$ cat config.mk
export PLATFORM = sky130hd
export DESIGN_NAME = sp4_serial_port
export DESIGN_NICKNAME = d
export VERILOG_FILES = /design/src/verilog/sp4_pkg.sv /design/src/verilog/sp4_sync.sv /design/src/verilog/sp4_baud.sv /design/src/verilog/sp4_serial_port.sv
export SDC_FILE = /design/constraint.sdc
export NUM_CORES = 1
export LEC_CHECK = 0
export BUFFER_PORTS_ARGS = -buffer_cell sky130_fd_sc_hd__buf_4
export CAP_MARGIN = 20
export CORE_MARGIN = 1.5
export CORE_UTILIZATION = 56
export DETAILED_ROUTE_END_ITERATION = 12
export GPL_ROUTABILITY_DRIVEN = 1
export HOLD_SLACK_MARGIN = 0.03
export MAX_ROUTING_LAYER = met4
export PLACE_DENSITY_LB_ADDON = 0.25
export SYNTH_ARGS = -nofsm -noshare
export SYNTH_HDL_FRONTEND = slang
export SYNTH_HIERARCHICAL = 1
export SYNTH_SLANG_ARGS = --single-unit
$ cat constraint.sdc
create_clock -name core_clk -period 2.3 [get_ports core_clk]
set_input_delay 0.345 -clock core_clk [delete_from_list [all_inputs] [get_ports core_clk]]
set_output_delay 0.345 -clock core_clk [all_outputs]
set_load 0.02 [all_outputs]
$ cat src/verilog/sp4_pkg.sv
// Constants and types for the four-mode serial port.
// Assumes a single core clock that also serves as the oscillator.
package sp4_pkg;

	// ****************************************
	// Register offsets
	// ****************************************
	localparam logic [2:0] ADDR_SERIAL_CONTROL = 3'h0;
	localparam logic [2:0] ADDR_SERIAL_BUFFER = 3'h1;
	localparam logic [2:0] ADDR_POWER_CONTROL = 3'h2;
	localparam logic [2:0] ADDR_TIMER2_CONTROL = 3'h3;
	localparam logic [2:0] ADDR_TIMER1_RELOAD_HIGH = 3'h4;
	localparam logic [2:0] ADDR_TIMER2_RELOAD_HIGH = 3'h5;
	localparam logic [2:0] ADDR_TIMER2_RELOAD_LOW = 3'h6;
	localparam logic [2:0] ADDR_CLOCK_CONFIG = 3'h7;

	// ****************************************
	// Field positions and reset values
	// ****************************************
	localparam int BIT_MODE_HI = 7;
	localparam int BIT_MODE_LO = 6;
	localparam int BIT_FILTER = 5;
	localparam int BIT_RX_ENABLE = 4;
	localparam int BIT_TX_NINTH = 3;
	localparam int BIT_RX_NINTH = 2;
	localparam int BIT_TX_DONE = 1;
	localparam int BIT_RX_DONE = 0;
	localparam int BIT_BAUD_DOUBLE = 7;
	localparam int BIT_RX_T2_SEL = 5;
	localparam int BIT_TX_T2_SEL = 4;
	localparam int BIT_SIX_CLOCK = 6;
	localparam logic [7:0] RESET_BYTE = 8'h00;

	// ****************************************
	// Cycle counts
	// ****************************************
	localparam logic [3:0] SYNC_DIV_12T = 4'hc;
	localparam logic [3:0] SYNC_DIV_6T = 4'h6;
	localparam logic [3:0] T1_PRE_12T = 4'hc;
	localparam logic [3:0] T1_PRE_6T = 4'h6;
	localparam int OVERSAMPLE = 16;
	localparam int M2_DIV_12T = 64;
	localparam int M2_DIV_6T = 32;
	localparam logic [5:0] M2_TICK_12T = 6'(M2_DIV_12T / OVERSAMPLE);
	localparam logic [5:0] M2_TICK_6T = 6'(M2_DIV_6T / OVERSAMPLE);
	localparam logic [3:0] SUB_MID = 4'(OVERSAMPLE / 2 - 1);
	localparam logic [3:0] SUB_LAST = 4'(OVERSAMPLE - 1);
	localparam logic [3:0] LAST_BIT_M1 = 4'(10 - 1);
	localparam logic [3:0] LAST_BIT_M23 = 4'(11 - 1);
	localparam logic [3:0] DECIDE_BIT = 4'h9;
	localparam logic [3:0] M0_LAST_BIT = 4'(8 - 1);

	// ****************************************
	// Modes and states
	// ****************************************
	typedef enum logic [1:0] {SP4_M_SYNC, SP4_M_UART8, SP4_M_UART9_OSC, SP4_M_UART9_TMR} sp4_mode_t;
	typedef enum logic {SP4_TX_IDLE, SP4_TX_RUN} sp4_tx_st_t;
	typedef enum logic {SP4_RX_IDLE, SP4_RX_RUN} sp4_rx_st_t;
	typedef enum logic [1:0] {SP4_S0_IDLE, SP4_S0_TX, SP4_S0_RX} sp4_s0_st_t;

endpackage : sp4_pkg

$ cat src/verilog/sp4_sync.sv
// Two-flop synchroniser for one pin level.
// Assumes the input is asynchronous to core_clk.
`timescale 1ns/1ns
module sp4_sync (
	// Clock and reset
	input wire logic core_clk,
	input wire logic reset_n,
	// Level
	input wire logic d,
	output logic q
);

	typedef struct packed {
		logic ff1;
		logic ff2;
	} sp4_sync_t;

	sp4_sync_t r;
	sp4_sync_t s;

	always_comb begin
		s.ff1 = d;
		s.ff2 = r.ff1;
	end

	// Idle-high line, so reset to high
	always_ff @(posedge core_clk) begin
		if (!reset_n) begin
			r <= '1;
		end else begin
			r <= s;
		end
	end

	assign q = r.ff2;

endmodule : sp4_sync

$ cat src/verilog/sp4_baud.sv
// Timer 1 and Timer 2 overflow sources, giving 16x bit-rate ticks.
// Assumes reload values come from the register file on the same clock.
`timescale 1ns/1ns
module sp4_baud import sp4_pkg::*; (
	// Clock and reset
	input wire logic core_clk,
	input wire logic reset_n,
	// Configuration
	input wire logic six_clock_mode_bit,
	input wire logic baud_double_bit,
	input wire logic [7:0] timer1_reload_high,
	input wire logic [7:0] timer2_reload_high,
	input wire logic [7:0] timer2_reload_low,
	// Ticks
	output logic t1_tick16,
	output logic t2_tick16
);

	typedef struct packed {
		logic [3:0] pre;
		logic [7:0] t1;
		logic t1_half;
		logic t2_pre;
		logic [15:0] t2;
		logic t1_tick;
		logic t2_tick;
	} sp4_baud_t;

	sp4_baud_t r;
	sp4_baud_t s;
	logic [3:0] pre_lim;

	always_comb begin
		s = r;
		s.t1_tick = 1'b0;
		s.t2_tick = 1'b0;
		// Faster prescale in 6-clock mode doubles Timer 1; Timer 2 skips its divide-by-2 instead
		pre_lim = (six_clock_mode_bit ? T1_PRE_6T : T1_PRE_12T) - 4'h1;
		s.pre = (r.pre == pre_lim) ? 4'h0 : r.pre + 4'h1;
		if (r.pre == pre_lim) begin
			// 8-bit auto-reload; halving skipped when doubled
			if (r.t1 == 8'hff) begin
				s.t1 = timer1_reload_high;
				s.t1_half = ~r.t1_half;
				s.t1_tick = baud_double_bit | r.t1_half;
			end else begin
				s.t1 = r.t1 + 8'h01;
			end
		end
		s.t2_pre = ~r.t2_pre;
		if (six_clock_mode_bit || r.t2_pre) begin
			// 16-bit reload from high and low bytes
			if (r.t2 == 16'hffff) begin
				s.t2 = {timer2_reload_high, timer2_reload_low};
				s.t2_tick = 1'b1;
			end else begin
				s.t2 = r.t2 + 16'h0001;
			end
		end
	end

	always_ff @(posedge core_clk) begin
		if (!reset_n) begin
			r <= '0;
		end else begin
			r <= s;
		end
	end

	assign t1_tick16 = r.t1_tick;
	assign t2_tick16 = r.t2_tick;

endmodule : sp4_baud

$ cat src/verilog/sp4_serial_port.sv
// Four-mode serial port with its register file.
// Assumes core_clk is the oscillator and pins are asynchronous.
// Function
// - Sync mode: data pin bidirectional, clock out, LSB first
// - Sync mode: buffer write sends 8 bits, sets done
// - Sync mode: receive while enabled and flag clear
// - Sync mode: bit rate equals shift clock
// - Mode 1 frame: start, 8 data, stop
// - Mode 1 baud from Timer 1 or 2, per direction
// - Double bit doubles Timer 1 baud
// - Mode 1 send; done flag at stop bit
// - Receive starts on falling edge, then rearms
// - Mode 1 accept rule at mid stop
// - Modes 2/3 frame: start, 8 data, ninth, stop
// - Mode 2 baud is oscillator over 64 or 32; here 32 or 16 in six-clock mode
// - Modes 2/3 send with ninth bit, then done
// - Modes 2/3 receive starts on falling edge
// - Modes 2/3 accept rule at mid ninth
// - Mode 3 is mode 2 with timer baud
// - Timer 1 baud formula, auto-reload
// - Timer 2 baud formula, 16-bit reload
// - Timer 2 interrupt suppressed as baud source
// - Six-clock mode doubles timer-derived baud
// - Buffer write and read are separate registers
// - Shift clock is oscillator over 12 or 6
//
// The implementer's own choices: the strobed register port and the placing of the registers.
`timescale 1ns/1ns
module sp4_serial_port import sp4_pkg::*; (
	// Clock and reset
	input wire logic core_clk,
	input wire logic reset_n,
	// Register port
	input wire logic [2:0] reg_addr,
	input wire logic [7:0] reg_wdata,
	input wire logic reg_wr,
	input wire logic reg_rd,
	output logic [7:0] reg_rdata,
	// Serial pins
	input wire logic data_pin_in,
	output logic data_pin_out,
	output logic data_pin_oe,
	output logic txd_pin_out,
	// Timer 2 interrupt gate
	output logic timer2_irq_suppress
);

	typedef struct packed {
		sp4_mode_t mode;
		logic filt;
		logic ren;
		logic tx9;
		logic rx9;
		logic txdone;
		logic rxdone;
		logic dbl;
		logic rx_t2;
		logic tx_t2;
		logic six;
		logic [7:0] th1;
		logic [7:0] rc2h;
		logic [7:0] rc2l;
		logic [7:0] rxbuf;
		logic [7:0] rdata;
		logic [5:0] m2cnt;
		logic m2tick;
		sp4_tx_st_t tx_st;
		logic [10:0] tx_sh;
		logic [3:0] tx_sub;
		logic [3:0] tx_bit;
		sp4_rx_st_t rx_st;
		logic [7:0] rx_sh;
		logic [3:0] rx_sub;
		logic [3:0] rx_bit;
		logic rx_prev;
		sp4_s0_st_t m0_st;
		logic [7:0] m0_sh;
		logic [3:0] m0_ph;
		logic [3:0] m0_bit;
		logic txd;
		logic dout;
		logic doe;
		logic supp;
	} sp4_state_t;

	sp4_state_t r;
	sp4_state_t s;
	logic rxd_s;
	logic t1_tick;
	logic t2_tick;
	logic tx_set;
	logic rx_set;
	logic serial_buffer_wr;
	logic tx_tick;
	logic rx_tick;
	logic [5:0] m2_lim;
	logic [3:0] m0_per;
	logic [3:0] tx_last;

	// Mode 2 uses the oscillator tick, modes 1 and 3 a timer
	function automatic logic pick_tick(sp4_mode_t m, logic t2_sel, logic t1, logic t2, logic osc);
		if (m == SP4_M_UART9_OSC) begin
			return osc;
		end
		return t2_sel ? t2 : t1;
	endfunction : pick_tick

	// ****************************************
	// Pin synchroniser and timers
	// ****************************************
	sp4_sync u_rxd_sync (
		.core_clk(core_clk),
		.reset_n(reset_n),
		.d(data_pin_in),
		.q(rxd_s)
	);

	sp4_baud u_baud (
		.core_clk(core_clk),
		.reset_n(reset_n),
		.six_clock_mode_bit(r.six),
		.baud_double_bit(r.dbl),
		.timer1_reload_high(r.th1),
		.timer2_reload_high(r.rc2h),
		.timer2_reload_low(r.rc2l),
		.t1_tick16(t1_tick),
		.t2_tick16(t2_tick)
	);

	// ****************************************
	// Next state
	// ****************************************
	always_comb begin
		s = r;
		tx_set = 1'b0;
		rx_set = 1'b0;
		serial_buffer_wr = reg_wr && reg_addr == ADDR_SERIAL_BUFFER;
		m2_lim = (r.six ? M2_TICK_6T : M2_TICK_12T) >> r.dbl;
		s.m2tick = r.m2cnt >= m2_lim - 6'h01;
		s.m2cnt = s.m2tick ? 6'h00 : r.m2cnt + 6'h01;
		tx_tick = pick_tick(r.mode, r.tx_t2, t1_tick, t2_tick, r.m2tick);
		rx_tick = pick_tick(r.mode, r.rx_t2, t1_tick, t2_tick, r.m2tick);
		m0_per = r.six ? SYNC_DIV_6T : SYNC_DIV_12T;
		tx_last = (r.mode == SP4_M_UART8) ? LAST_BIT_M1 : LAST_BIT_M23;

		// Register writes; buffer writes go to the engines
		if (reg_wr) begin
			unique case (reg_addr)
				ADDR_SERIAL_CONTROL: begin
					s.mode = sp4_mode_t'(reg_wdata[BIT_MODE_HI:BIT_MODE_LO]);
					s.filt = reg_wdata[BIT_FILTER];
					s.ren = reg_wdata[BIT_RX_ENABLE];
					s.tx9 = reg_wdata[BIT_TX_NINTH];
					s.rx9 = reg_wdata[BIT_RX_NINTH];
					s.txdone = reg_wdata[BIT_TX_DONE];
					s.rxdone = reg_wdata[BIT_RX_DONE];
				end
				ADDR_POWER_CONTROL: s.dbl = reg_wdata[BIT_BAUD_DOUBLE];
				ADDR_TIMER2_CONTROL: begin
					s.rx_t2 = reg_wdata[BIT_RX_T2_SEL];
					s.tx_t2 = reg_wdata[BIT_TX_T2_SEL];
				end
				ADDR_TIMER1_RELOAD_HIGH: s.th1 = reg_wdata;
				ADDR_TIMER2_RELOAD_HIGH: s.rc2h = reg_wdata;
				ADDR_TIMER2_RELOAD_LOW: s.rc2l = reg_wdata;
				ADDR_CLOCK_CONFIG: s.six = reg_wdata[BIT_SIX_CLOCK];
				default: ;
			endcase
		end

		// Read data stands for one cycle only
		s.rdata = RESET_BYTE;
		if (reg_rd) begin
			unique case (reg_addr)
				ADDR_SERIAL_CONTROL: begin
					s.rdata[BIT_MODE_HI:BIT_MODE_LO] = r.mode;
					s.rdata[BIT_FILTER] = r.filt;
					s.rdata[BIT_RX_ENABLE] = r.ren;
					s.rdata[BIT_TX_NINTH] = r.tx9;
					s.rdata[BIT_RX_NINTH] = r.rx9;
					s.rdata[BIT_TX_DONE] = r.txdone;
					s.rdata[BIT_RX_DONE] = r.rxdone;
				end
				ADDR_SERIAL_BUFFER: s.rdata = r.rxbuf;
				ADDR_POWER_CONTROL: s.rdata[BIT_BAUD_DOUBLE] = r.dbl;
				ADDR_TIMER2_CONTROL: begin
					s.rdata[BIT_RX_T2_SEL] = r.rx_t2;
					s.rdata[BIT_TX_T2_SEL] = r.tx_t2;
				end
				ADDR_TIMER1_RELOAD_HIGH: s.rdata = r.th1;
				ADDR_TIMER2_RELOAD_HIGH: s.rdata = r.rc2h;
				ADDR_TIMER2_RELOAD_LOW: s.rdata = r.rc2l;
				ADDR_CLOCK_CONFIG: s.rdata[BIT_SIX_CLOCK] = r.six;
				default: ;
			endcase
		end

		// ****************************************
		// Asynchronous transmitter
		// ****************************************
		unique case (r.tx_st)
			SP4_TX_IDLE: begin
				if (serial_buffer_wr && r.mode != SP4_M_SYNC) begin
					// Mode 1 sends stop in the ninth slot too
					s.tx_sh = {1'b1, (r.mode == SP4_M_UART8) ? 1'b1 : r.tx9, reg_wdata, 1'b0};
					s.tx_sub = 4'h0;
					s.tx_bit = 4'h0;
					s.tx_st = SP4_TX_RUN;
				end
			end
			SP4_TX_RUN: begin
				if (tx_tick) begin
					s.tx_sub = r.tx_sub + 4'h1;
					if (r.tx_sub == SUB_LAST) begin
						if (r.tx_bit == tx_last) begin
							s.tx_st = SP4_TX_IDLE;
						end else begin
							s.tx_sh = {1'b1, r.tx_sh[10:1]};
							s.tx_bit = r.tx_bit + 4'h1;
							tx_set = (r.tx_bit + 4'h1 == tx_last);
						end
					end
				end
			end
		endcase

		// ****************************************
		// Asynchronous receiver
		// ****************************************
		s.rx_prev = rxd_s;
		unique case (r.rx_st)
			SP4_RX_IDLE: begin
				if (r.ren && r.mode != SP4_M_SYNC && r.rx_prev && !rxd_s) begin
					s.rx_sub = 4'h0;
					s.rx_bit = 4'h0;
					s.rx_st = SP4_RX_RUN;
				end
			end
			SP4_RX_RUN: begin
				if (rx_tick) begin
					s.rx_sub = r.rx_sub + 4'h1;
					if (r.rx_sub == SUB_MID) begin
						if (r.rx_bit == 4'h0) begin
							// Glitch, not a start bit
							if (rxd_s) begin
								s.rx_st = SP4_RX_IDLE;
							end
						end else if (r.rx_bit == DECIDE_BIT) begin
							// Stop bit in mode 1, ninth bit otherwise; then rearm
							s.rx_st = SP4_RX_IDLE;
							if (!r.rxdone && (!r.filt || rxd_s)) begin
								s.rxbuf = r.rx_sh;
								s.rx9 = rxd_s;
								rx_set = 1'b1;
							end
						end else begin
							s.rx_sh = {rxd_s, r.rx_sh[7:1]};
						end
					end
					if (r.rx_sub == SUB_LAST) begin
						s.rx_bit = r.rx_bit + 4'h1;
					end
				end
				if (!r.ren) begin
					s.rx_st = SP4_RX_IDLE;
				end
			end
		endcase

		// ****************************************
		// Synchronous shifter
		// ****************************************
		unique case (r.m0_st)
			SP4_S0_IDLE: begin
				if (r.mode == SP4_M_SYNC) begin
					s.m0_ph = 4'h0;
					s.m0_bit = 4'h0;
					if (serial_buffer_wr) begin
						s.m0_sh = reg_wdata;
						s.m0_st = SP4_S0_TX;
					end else if (r.ren && !r.rxdone) begin
						s.m0_st = SP4_S0_RX;
					end
				end
			end
			SP4_S0_TX, SP4_S0_RX: begin
				s.m0_ph = r.m0_ph + 4'h1;
				if (r.m0_ph == m0_per - 4'h1) begin
					// Sample late in the high phase, after sync delay
					s.m0_ph = 4'h0;
					s.m0_bit = r.m0_bit + 4'h1;
					s.m0_sh = {(r.m0_st == SP4_S0_RX) ? rxd_s : 1'b0, r.m0_sh[7:1]};
					if (r.m0_bit == M0_LAST_BIT) begin
						s.m0_st = SP4_S0_IDLE;
						if (r.m0_st == SP4_S0_TX) begin
							tx_set = 1'b1;
						end else begin
							s.rxbuf = s.m0_sh;
							rx_set = 1'b1;
						end
					end
				end
			end
			default: s.m0_st = SP4_S0_IDLE;
		endcase

		// Set beats a same-cycle software clear
		s.txdone = s.txdone | tx_set;
		s.rxdone = s.rxdone | rx_set;

		// ****************************************
		// Pin drive
		// ****************************************
		s.doe = (s.m0_st == SP4_S0_TX);
		s.dout = s.m0_sh[0];
		if (s.mode == SP4_M_SYNC) begin
			// One shift clock period per bit
			s.txd = (s.m0_st == SP4_S0_IDLE) || s.m0_ph >= (m0_per >> 1);
		end else begin
			s.txd = (s.tx_st == SP4_TX_IDLE) || s.tx_sh[0];
		end
		s.supp = s.rx_t2 | s.tx_t2;
	end

	always_ff @(posedge core_clk) begin
		if (!reset_n) begin
			r <= '0;
			r.txd <= 1'b1;
		end else begin
			r <= s;
		end
	end

	assign reg_rdata = r.rdata;
	assign data_pin_out = r.dout;
	assign data_pin_oe = r.doe;
	assign txd_pin_out = r.txd;
	assign timer2_irq_suppress = r.supp;

	logic m0_tx_start;
	logic as_tx_start;
	logic rx_decide;
	assign m0_tx_start = r.m0_st == SP4_S0_IDLE && r.mode == SP4_M_SYNC && serial_buffer_wr;
	assign as_tx_start = r.tx_st == SP4_TX_IDLE && r.mode != SP4_M_SYNC && serial_buffer_wr;
	assign rx_decide = r.rx_st == SP4_RX_RUN && rx_tick && r.rx_sub == SUB_MID && r.rx_bit == DECIDE_BIT;
endmodule : sp4_serial_port

==> results of run 1 <==
-- repair_timing --
| item | 4_1_cts | 5_1_grt |
|---|---|---|
| endpoints found under the setup margin | 1 | 20 |
| hold buffers | 0 | 0 |
| resized for setup | 1 | 11 |
| pin swaps | 0 | 2 |
| setup buffers | 0 | 1 |
-- cell type report --
type / instances / share of cell area [%]
Multi-Input combinational cell: 660 / 48.3
Inverter: 24 / 1.05
Sequential cell: 152 / 35.7
Clock inverter: 6 / 0.483
Timing Repair Buffer: 68 / 5.98
Clock buffer: 25 / 5.92
Tap cell: 176 / 2.58
-- cells in the final DEF, fill, tap and decap left out, types with 10 or more instances in the layout --
master,instances
a31oi_1,16
ha_1,22
a211oi_1,10
nand2_1,119
a22oi_1,12
nor2_1,80
a22o_1,21
dfxtp_1,149
nand3_1,32
and2_1,11
a21oi_1,89
clkbuf_16,17
mux2i_1,30
nor2b_1,10
nor3_1,12
o21ai_0,29
buf_4,68
nand4_1,12
inv_1,22
-- kinds of logic (layout without fill, tap and decap cells) --
family | Yosys count | count (layout)
and+or+nand+nor | 353 | 353
AOI/OAI and AO/OA | 236 | 236
DFF | 152 | 152
buffers and inverters | 80 | 123
muxes | 35 | 35
adders and majority gates | 23 | 23
xor gates and xnor gates | 10 | 10
other | 1 | 3
-- per-layer routing --
layer	wire, um	vias up
li1	-	3249
met4	461	0
met3	1380	43
met2	9660	282
met5	0	-
met1	8330	3240
-- state kept, by name, indices dropped and copies added, names as in the netlist --
name and flops:
data_pin_oe 1, r 107, reg_rdata 8, timer2_irq_suppress 1, txd_pin_out 1, u_baud/r 30
u_baud/t1_tick16 1, u_baud/t2_tick16 1, u_rxd_sync/q 1, u_rxd_sync/r 1
-- metrics by stage --
step,power [mW],hold slack (ns),std cells
2_1_floorplan,3.00,0.386,892
3_3_place_gp,3.13,0.394,1079
3_5_place_dp,3.14,0.399,1079
4_1_cts,5.69,0.0922,1110
5_1_grt,5.85,0.0980,1111
6_report,5.66,0.102,1111
-- report_power, final --
| part | switching [mW] | internal, mW | total [mW] |
|---|---|---|---|
| Combinational | 0.233 | 0.141 | 0.374 |
| Clock | 1.05 | 1.51 | 2.56 |
| Sequential | 0.0463 | 2.68 | 2.72 |
| Total | 1.33 | 4.33 | 5.66 |
-- critical path, stage by stage, from the launching register on --
cell and delay [ns]:
dfxtp_2 0.32, buf_4 0.14, ha_1 0.23, or2_2 0.33, o21ai_1 0.13, o21ai_1 0.09
ha_1 0.19, or3_1 0.37, a221oi_2 0.19, o21ai_1 0.10
-- worst max path at each step --
stage | cells past startpoint | to | start
3_3_place_gp | 10 | txd_pin_out | r[20]
4_1_cts | 9 | r[63] | r[107]
5_1_grt | 9 | txd_pin_out | r[20]
2_1_floorplan | 10 | txd_pin_out | r[20]
3_5_place_dp | 9 | r[63] | r[107]
6_report | 9 | txd_pin_out | r[20]
==> results summary, run 1 <==
The run finished with clean final reports. The die is 119 um wide. VDD sags by at most 482 uV.

The synthesis-to-finish area growth is 13.5%. Across every metal layer, demand over resource in global routing totals 29.8%. The parity-gate share of the synthesized area counting xor and xnor cells is 1.16%. The worst register-to-register path begins at r[20]. The worst hold path class is in2reg. The number of placement rows came out at 42.

Power spread over the standard cell area amounts to 663 nW/um^2. The path depth of the worst reg2reg path came out at 9. The count of buffers inserted at the top-level ports is 27. The clock tree synthesis step divided the H-tree into 4 levels. The share of the clock period used by the worst path after layout is 96.1%. The end-of-flow core utilization is 64.8%.

The number of design-rule violations left by the first detailed-router iteration came out at 840. Max-cap violations in this run came to 0. In this run the worst path has a maximum fanout of 4. In this run the critical register-to-register path is captured at txd_pin_out. The TritonCTS clock tree is done.

The post-detailed-route DRC marker count came out at 0. The number of hold-slack violations in the final timing report was 0. The most common cell in the netlist is dfxtp_1. The I/O pin count is 28. The die boundary height is 119 um. Of the total synthesized cell area, the portion taken by AND, OR, NAND and NOR gates is 23.9%.

After synthesis, the largest family of logic cells by area is simple AND/OR/NAND/NOR gates. The initial cell density of the core is 57.0%. After layout, the worst setup slack is 0.0893 ns. The total area inside the core boundary comes to 13,200 um^2.

By count the netlist is led by dfxtp_1, nand2_1, a21oi_1. For this block, the via count after detailed routing is 6,814. The later pin in the worst-skew pair is clocked with a latency of 0.43 ns.

Entering global routing, the biggest net connects 37 pins. The clock slew seen by the registers of the worst setup and hold paths came out at 0.06 ns. The post-synthesis sequential area ratio is 40.4%. The gate count of the mapped netlist came out at 890. The number of instances on the worst hold path came out at 2. The floorplan step defined a die boundary enclosing 14,100 um^2.

The final setup violation count came out at 0. The via count of the first global-routing pass was 6,632. The vias per cell is 6.13. The nature of the critical path endpoint is a flop. The mean area per synthesized cell is 8.45 um^2. The post-placement setup slack is 0.0137 ns. The largest buffer count on any clock path is 2.

The register bit count reported by yosys came out at 152. Setup repair after global routing could not meet its margin everywhere. The number of sinks driven by the clock tree is 152. The finished cells cover 8540 um^2. The number of fill cells came out at 1,123. The register cell area after layout came out at 3050 um^2.

The path with the worst hold slack has its endpoint at u_rxd_sync/r[1]. The total negative slack is 0 ns. The area share of the largest cell type after synthesis came out at 40.4%. The minimum period implied by the final worst setup slack came out at 2.21 ns. Yosys mapped a number of flops with a built-in enable equal to 0.

The critical path startpoint category is a flop. In the final design database the tool counted 962 nets. The maximum clock rate came out at 452 MHz. In the synthesized netlist the dominant register cell turns out to be dfxtp_1. The worst clock skew came out at 0.00748 ns. The static leakage came out at 3.22 nW. The critical path in this run is classified as reg2reg.

Global routing finished with a remaining overflow of 0. At the end of routability-driven placement, the weighted congestion stood at 0.942. The post-synthesis async set-or-reset flop share is 0%.

In this run the most critical hold path is launched from data_pin_in. Data arrives at the worst endpoint at 2.52 ns. The number of detailed-routing iterations run before antenna repair came out at 6. The worst-case register-to-register setup slack came out at 0.09 ns. The post-synthesis adder-cell area fraction came out at 3.82%. The per-cell routed wire length came out at 17.9 um. The number of max-slew violations in the final report is 0. Once detail routing completed, the nets flagged for antenna violations numbered 0. The number of antenna violations at the first check in global routing is 0. The required time reported for the critical path endpoint came out at 2.61 ns.

The wire length of the first global-routing pass came out at 32,300 um. The total placed instance area is 7960 um^2. The estimated wirelength of the detail-placed design came out at 14,100 um. The wire length reported by the detailed router came out at 19,800 um.

In this run the clock root is driven by a clkbuf_16. In this run, CTS created clock tree buffers numbering 17. The met3 usage came out at 5.99%. The Yosys warning count came out at 6. The multi-input combinational cells in the finished layout cover a total of 4130 um^2. The layer flagged by global routing as most heavily used is met2. The share of post-route cells with drive strength above 1 is 14.8%.

In the post-synthesis netlist, the biggest area contributors are dfxtp_1, a21oi_1, nand2_1. The number of different library cells in the post-synthesis netlist came out at 90. The synthesized netlist occupies a cell area of 7520 um^2.

The portion of netlist area occupied by mux cells is 5.04%. The met1 track demand over resource in global routing came out at 36.4%. The met2 global-route usage is 48.9%. The post-synthesis compound-gate area fraction came out at 20.5%. The antenna diode count is 0. The library cell occupying the most area in the post-synthesis netlist is dfxtp_1.
Power figures use the tool's default switching activity.
==> inputs of run 2 (changes only) <==
--- a/config.mk
+++ b/config.mk
@@ -14,6 +14,7 @@
 export HOLD_SLACK_MARGIN = 0.03
 export MAX_ROUTING_LAYER = met4
 export PLACE_DENSITY_LB_ADDON = 0.25
+export SETUP_SLACK_MARGIN = 0.2
 export SYNTH_ARGS = -nofsm -noshare
 export SYNTH_HDL_FRONTEND = slang
 export SYNTH_HIERARCHICAL = 1
==> results summary, run 2 (synthesis results as in run 1) <==
The TritonCTS clock tree is done (unchanged). The largest buffer count on any clock path was 2 (unchanged). The minimum period implied by the final worst setup slack is 2.11 ns (was 2.21 ns).

Status: finished clean (unchanged). The routability congestion estimate came out at 0.904 (was 0.942). The total power of the final layout is 5.86 mW (was 5.66 mW). The post-detailed-route DRC marker count came out at 0 (unchanged).

The required time reported for the critical path endpoint came out at 2.61 ns (about the same). The critical path startpoint category was a flop (unchanged). The instance count after placement with tap cells included came out at 1,068 (was 1,079). The reported max-cap violation count came out at 0 (unchanged). The power density over the cells was 676 nW/um^2 (was 663 nW/um^2). The via count of the first global-routing pass was 6,302 (was 6,632). The number of detailed-routing iterations run before antenna repair is 6 (unchanged). The vias per cell came out at 6.11 (was 6.13). The clock latency of the later-clocked register in the worst-skew pair came out at 0.44 ns (was 0.43 ns).

The area of the core came out at 13,200 um^2 (unchanged). The number of standard cells in the final layout excluding fillers came out at 1,109 (was 1,111). The share of post-route cells with drive strength above 1 is 16.2% (was 14.8%). The clock buffer count from CTS came out at 17 (unchanged). The share of the clock period used by the worst path after layout came to 91.9% (was 96.1%).

The worst-path maximum fanout is 3 (was 4). The number of design-rule violations left by the first detailed-router iteration came out at 743 (was 840). The number of antenna violations at the first check in global routing is 0 (unchanged).

The antenna diode count came out at 0 (unchanged). The highest metal layer with signal wires is met4 (unchanged). The number of placement rows is 42 (unchanged). The register bank with the most flops is r (unchanged). The number of hold-slack violations in the final timing report came out at 0 (unchanged).

The largest vdd supply drop is 629 uV (was 482 uV). The leading cell type in the layout, fill and taps excluded is dfxtp_1 (unchanged). The root cell of the clock tree is clkbuf_16 (unchanged). The detailed-routed wire length on met2 is 9350 um (was 9660 um). The number of H-tree levels is 4 (unchanged). The count of nets after finishing came out at 959 (was 962). The synthesis-to-finish area growth was 15.2% (was 13.5%). The overall die area is 14,100 um^2 (unchanged).

The transition time at the pin with the least slew margin is 0.554 ns. The initial cell density of the core is 57.0% (unchanged). The estimated wirelength of the detail-placed design came out at 14,000 um (was 14,100 um). The beginning of the worst register-to-register path is r[20] (unchanged). The die boundary height was 119 um (unchanged). The data arrival time of the critical path came out at 2.42 ns (was 2.52 ns).

The origin of the worst min-delay path is data_pin_in (unchanged). The wire length of the first global-routing pass is 31,700 um (was 32,300 um). The number of fill cells is 1,073 (was 1,123). The worst hold path class was in2reg (unchanged).

The flip-flop count of the largest register, all copies and words added came to 107 (unchanged). The global-route total usage across every layer is 29.4% (was 29.8%). The die span in x came to 119 um (unchanged).

The post-layout instance area was 8670 um^2 (was 8540 um^2). The nature of the critical path endpoint is a flop (unchanged). The residual antenna-violating net count after detailed routing is 0 (unchanged). The per-cell routed wire length is 17.8 um (was 17.9 um). The wire length reported by the detailed router is 19,800 um (about the same). The I/O pin count was 28 (unchanged). The clock slew seen by the registers of the worst setup and hold paths came to 0.06 ns (about the same). The maximum clock rate was 473 MHz (was 452 MHz).

The launch point of the worst path is r[20] (unchanged). Measured against its own limit, the worst slew margin works out to 62.7%. The global-route congestion overflow total came to 0 (unchanged). The path type of the worst setup path is reg2reg (unchanged).

The met3 layer wire length in the routed design is 1410 um (was 1380 um). The total placed instance area came out at 7900 um^2 (was 7960 um^2). The total negative slack was 0 ns (unchanged).

The final setup violation count came out at 0 (unchanged). The static leakage was 3.25 nW (was 3.22 nW). RSZ-0062 raised after global routing: yes (unchanged). The via count is 6,777 (was 6,814). The worst clock skew is 0.0111 ns (was 0.00748 ns). Commonest cells after routing, fill and taps aside: dfxtp_1, nand2_1, a21oi_1 (unchanged).

The maximum number of pins on one net before global-route repair came out at 73 (was 37). The routed length on met1 came out at 8670 um (was 8330 um). The number of max-slew violations in the final report was 0 (unchanged).

The number of sinks driven by the clock tree came out at 152 (unchanged). The count of buffers inserted at the top-level ports came out at 27 (unchanged).
run 2: cell types whose count changed in the layout (fill, tap and decap cells not counted), moves of 3 or more:
cell      delta
dfxtp_1      -3
clkbuf_8     -3
buf_4        -5
dfxtp_2      +3
clkinv_2     +3
run 2: area by class of cell:
class | count | area (um^2) | area share (%)
clock buffer | 20 | 457 | 5.27
clock inverter | 12 | 126 | 1.46
inverter | 24 | 90.1 | 1.04
multi-input combinational | 660 | 4220 | 48.7
sequential | 152 | 3050 | 35.2
tap | 176 | 220 | 2.54
timing repair buffer | 65 | 498 | 5.75
run 2: critical path, stage by stage, from the launching register on:
cell	delay, ns
dfxtp_2	0.35
inv_2	0.06
ha_4	0.15
o21a_1	0.12
or2_4	0.26
o21ai_1	0.11
o21ai_1	0.09
ha_2	0.19
or3_4	0.36
a221oi_2	0.19
o21ai_1	0.11
run 2: worst paths after layout:
check | end | slack [ns] | cells after the start
worst max-delay path | txd_pin_out | 0.19 | 10
worst min-delay path | u_rxd_sync/r[1] | 0.1 | 2
worst max register to register | txd_pin_out | 0.19 | 10
worst min register to register | u_rxd_sync/q | 0.41 | 1
run 2: per-stage QoR:
stage | setup WS, ns | hold slack (ns) | util [%]
6_report | 0.187 | 0.0952 | 65.7
5_1_grt | 0.103 | 0.111 | 65.7
4_1_cts | 0.201 | 0.0818 | 64.8
3_5_place_dp | -0.0142 | 0.406 | 59.9
3_3_place_gp | 0.0519 | 0.398 | 59.9
2_1_floorplan | 0.218 | 0.386 | -
run 2: per-layer routing:
layer,GRT usage [%],vias up
li1,-,3252
met1,38.3,3184
met2,46.1,308
met3,5.17,33
met4,10.8,0
met5,-,-
run 2: report_power, final:
group	internal (mW)	leakage (nW)	switching (mW)	total (mW)
registers	2.68	1.23	0.0484	2.73
logic	0.149	1.73	0.237	0.386
clock network	1.65	0.286	1.10	2.75
total	4.47	3.25	1.39	5.86
run 2: repair_timing:
action | CTS | global route
cloned | 0 | 0
setup endpoints to repair | 15 | 25
setup buffers | 3 | 6
hold buffers | 0 | 0
resized for setup | 12 | 13
pin swaps | 1 | 11
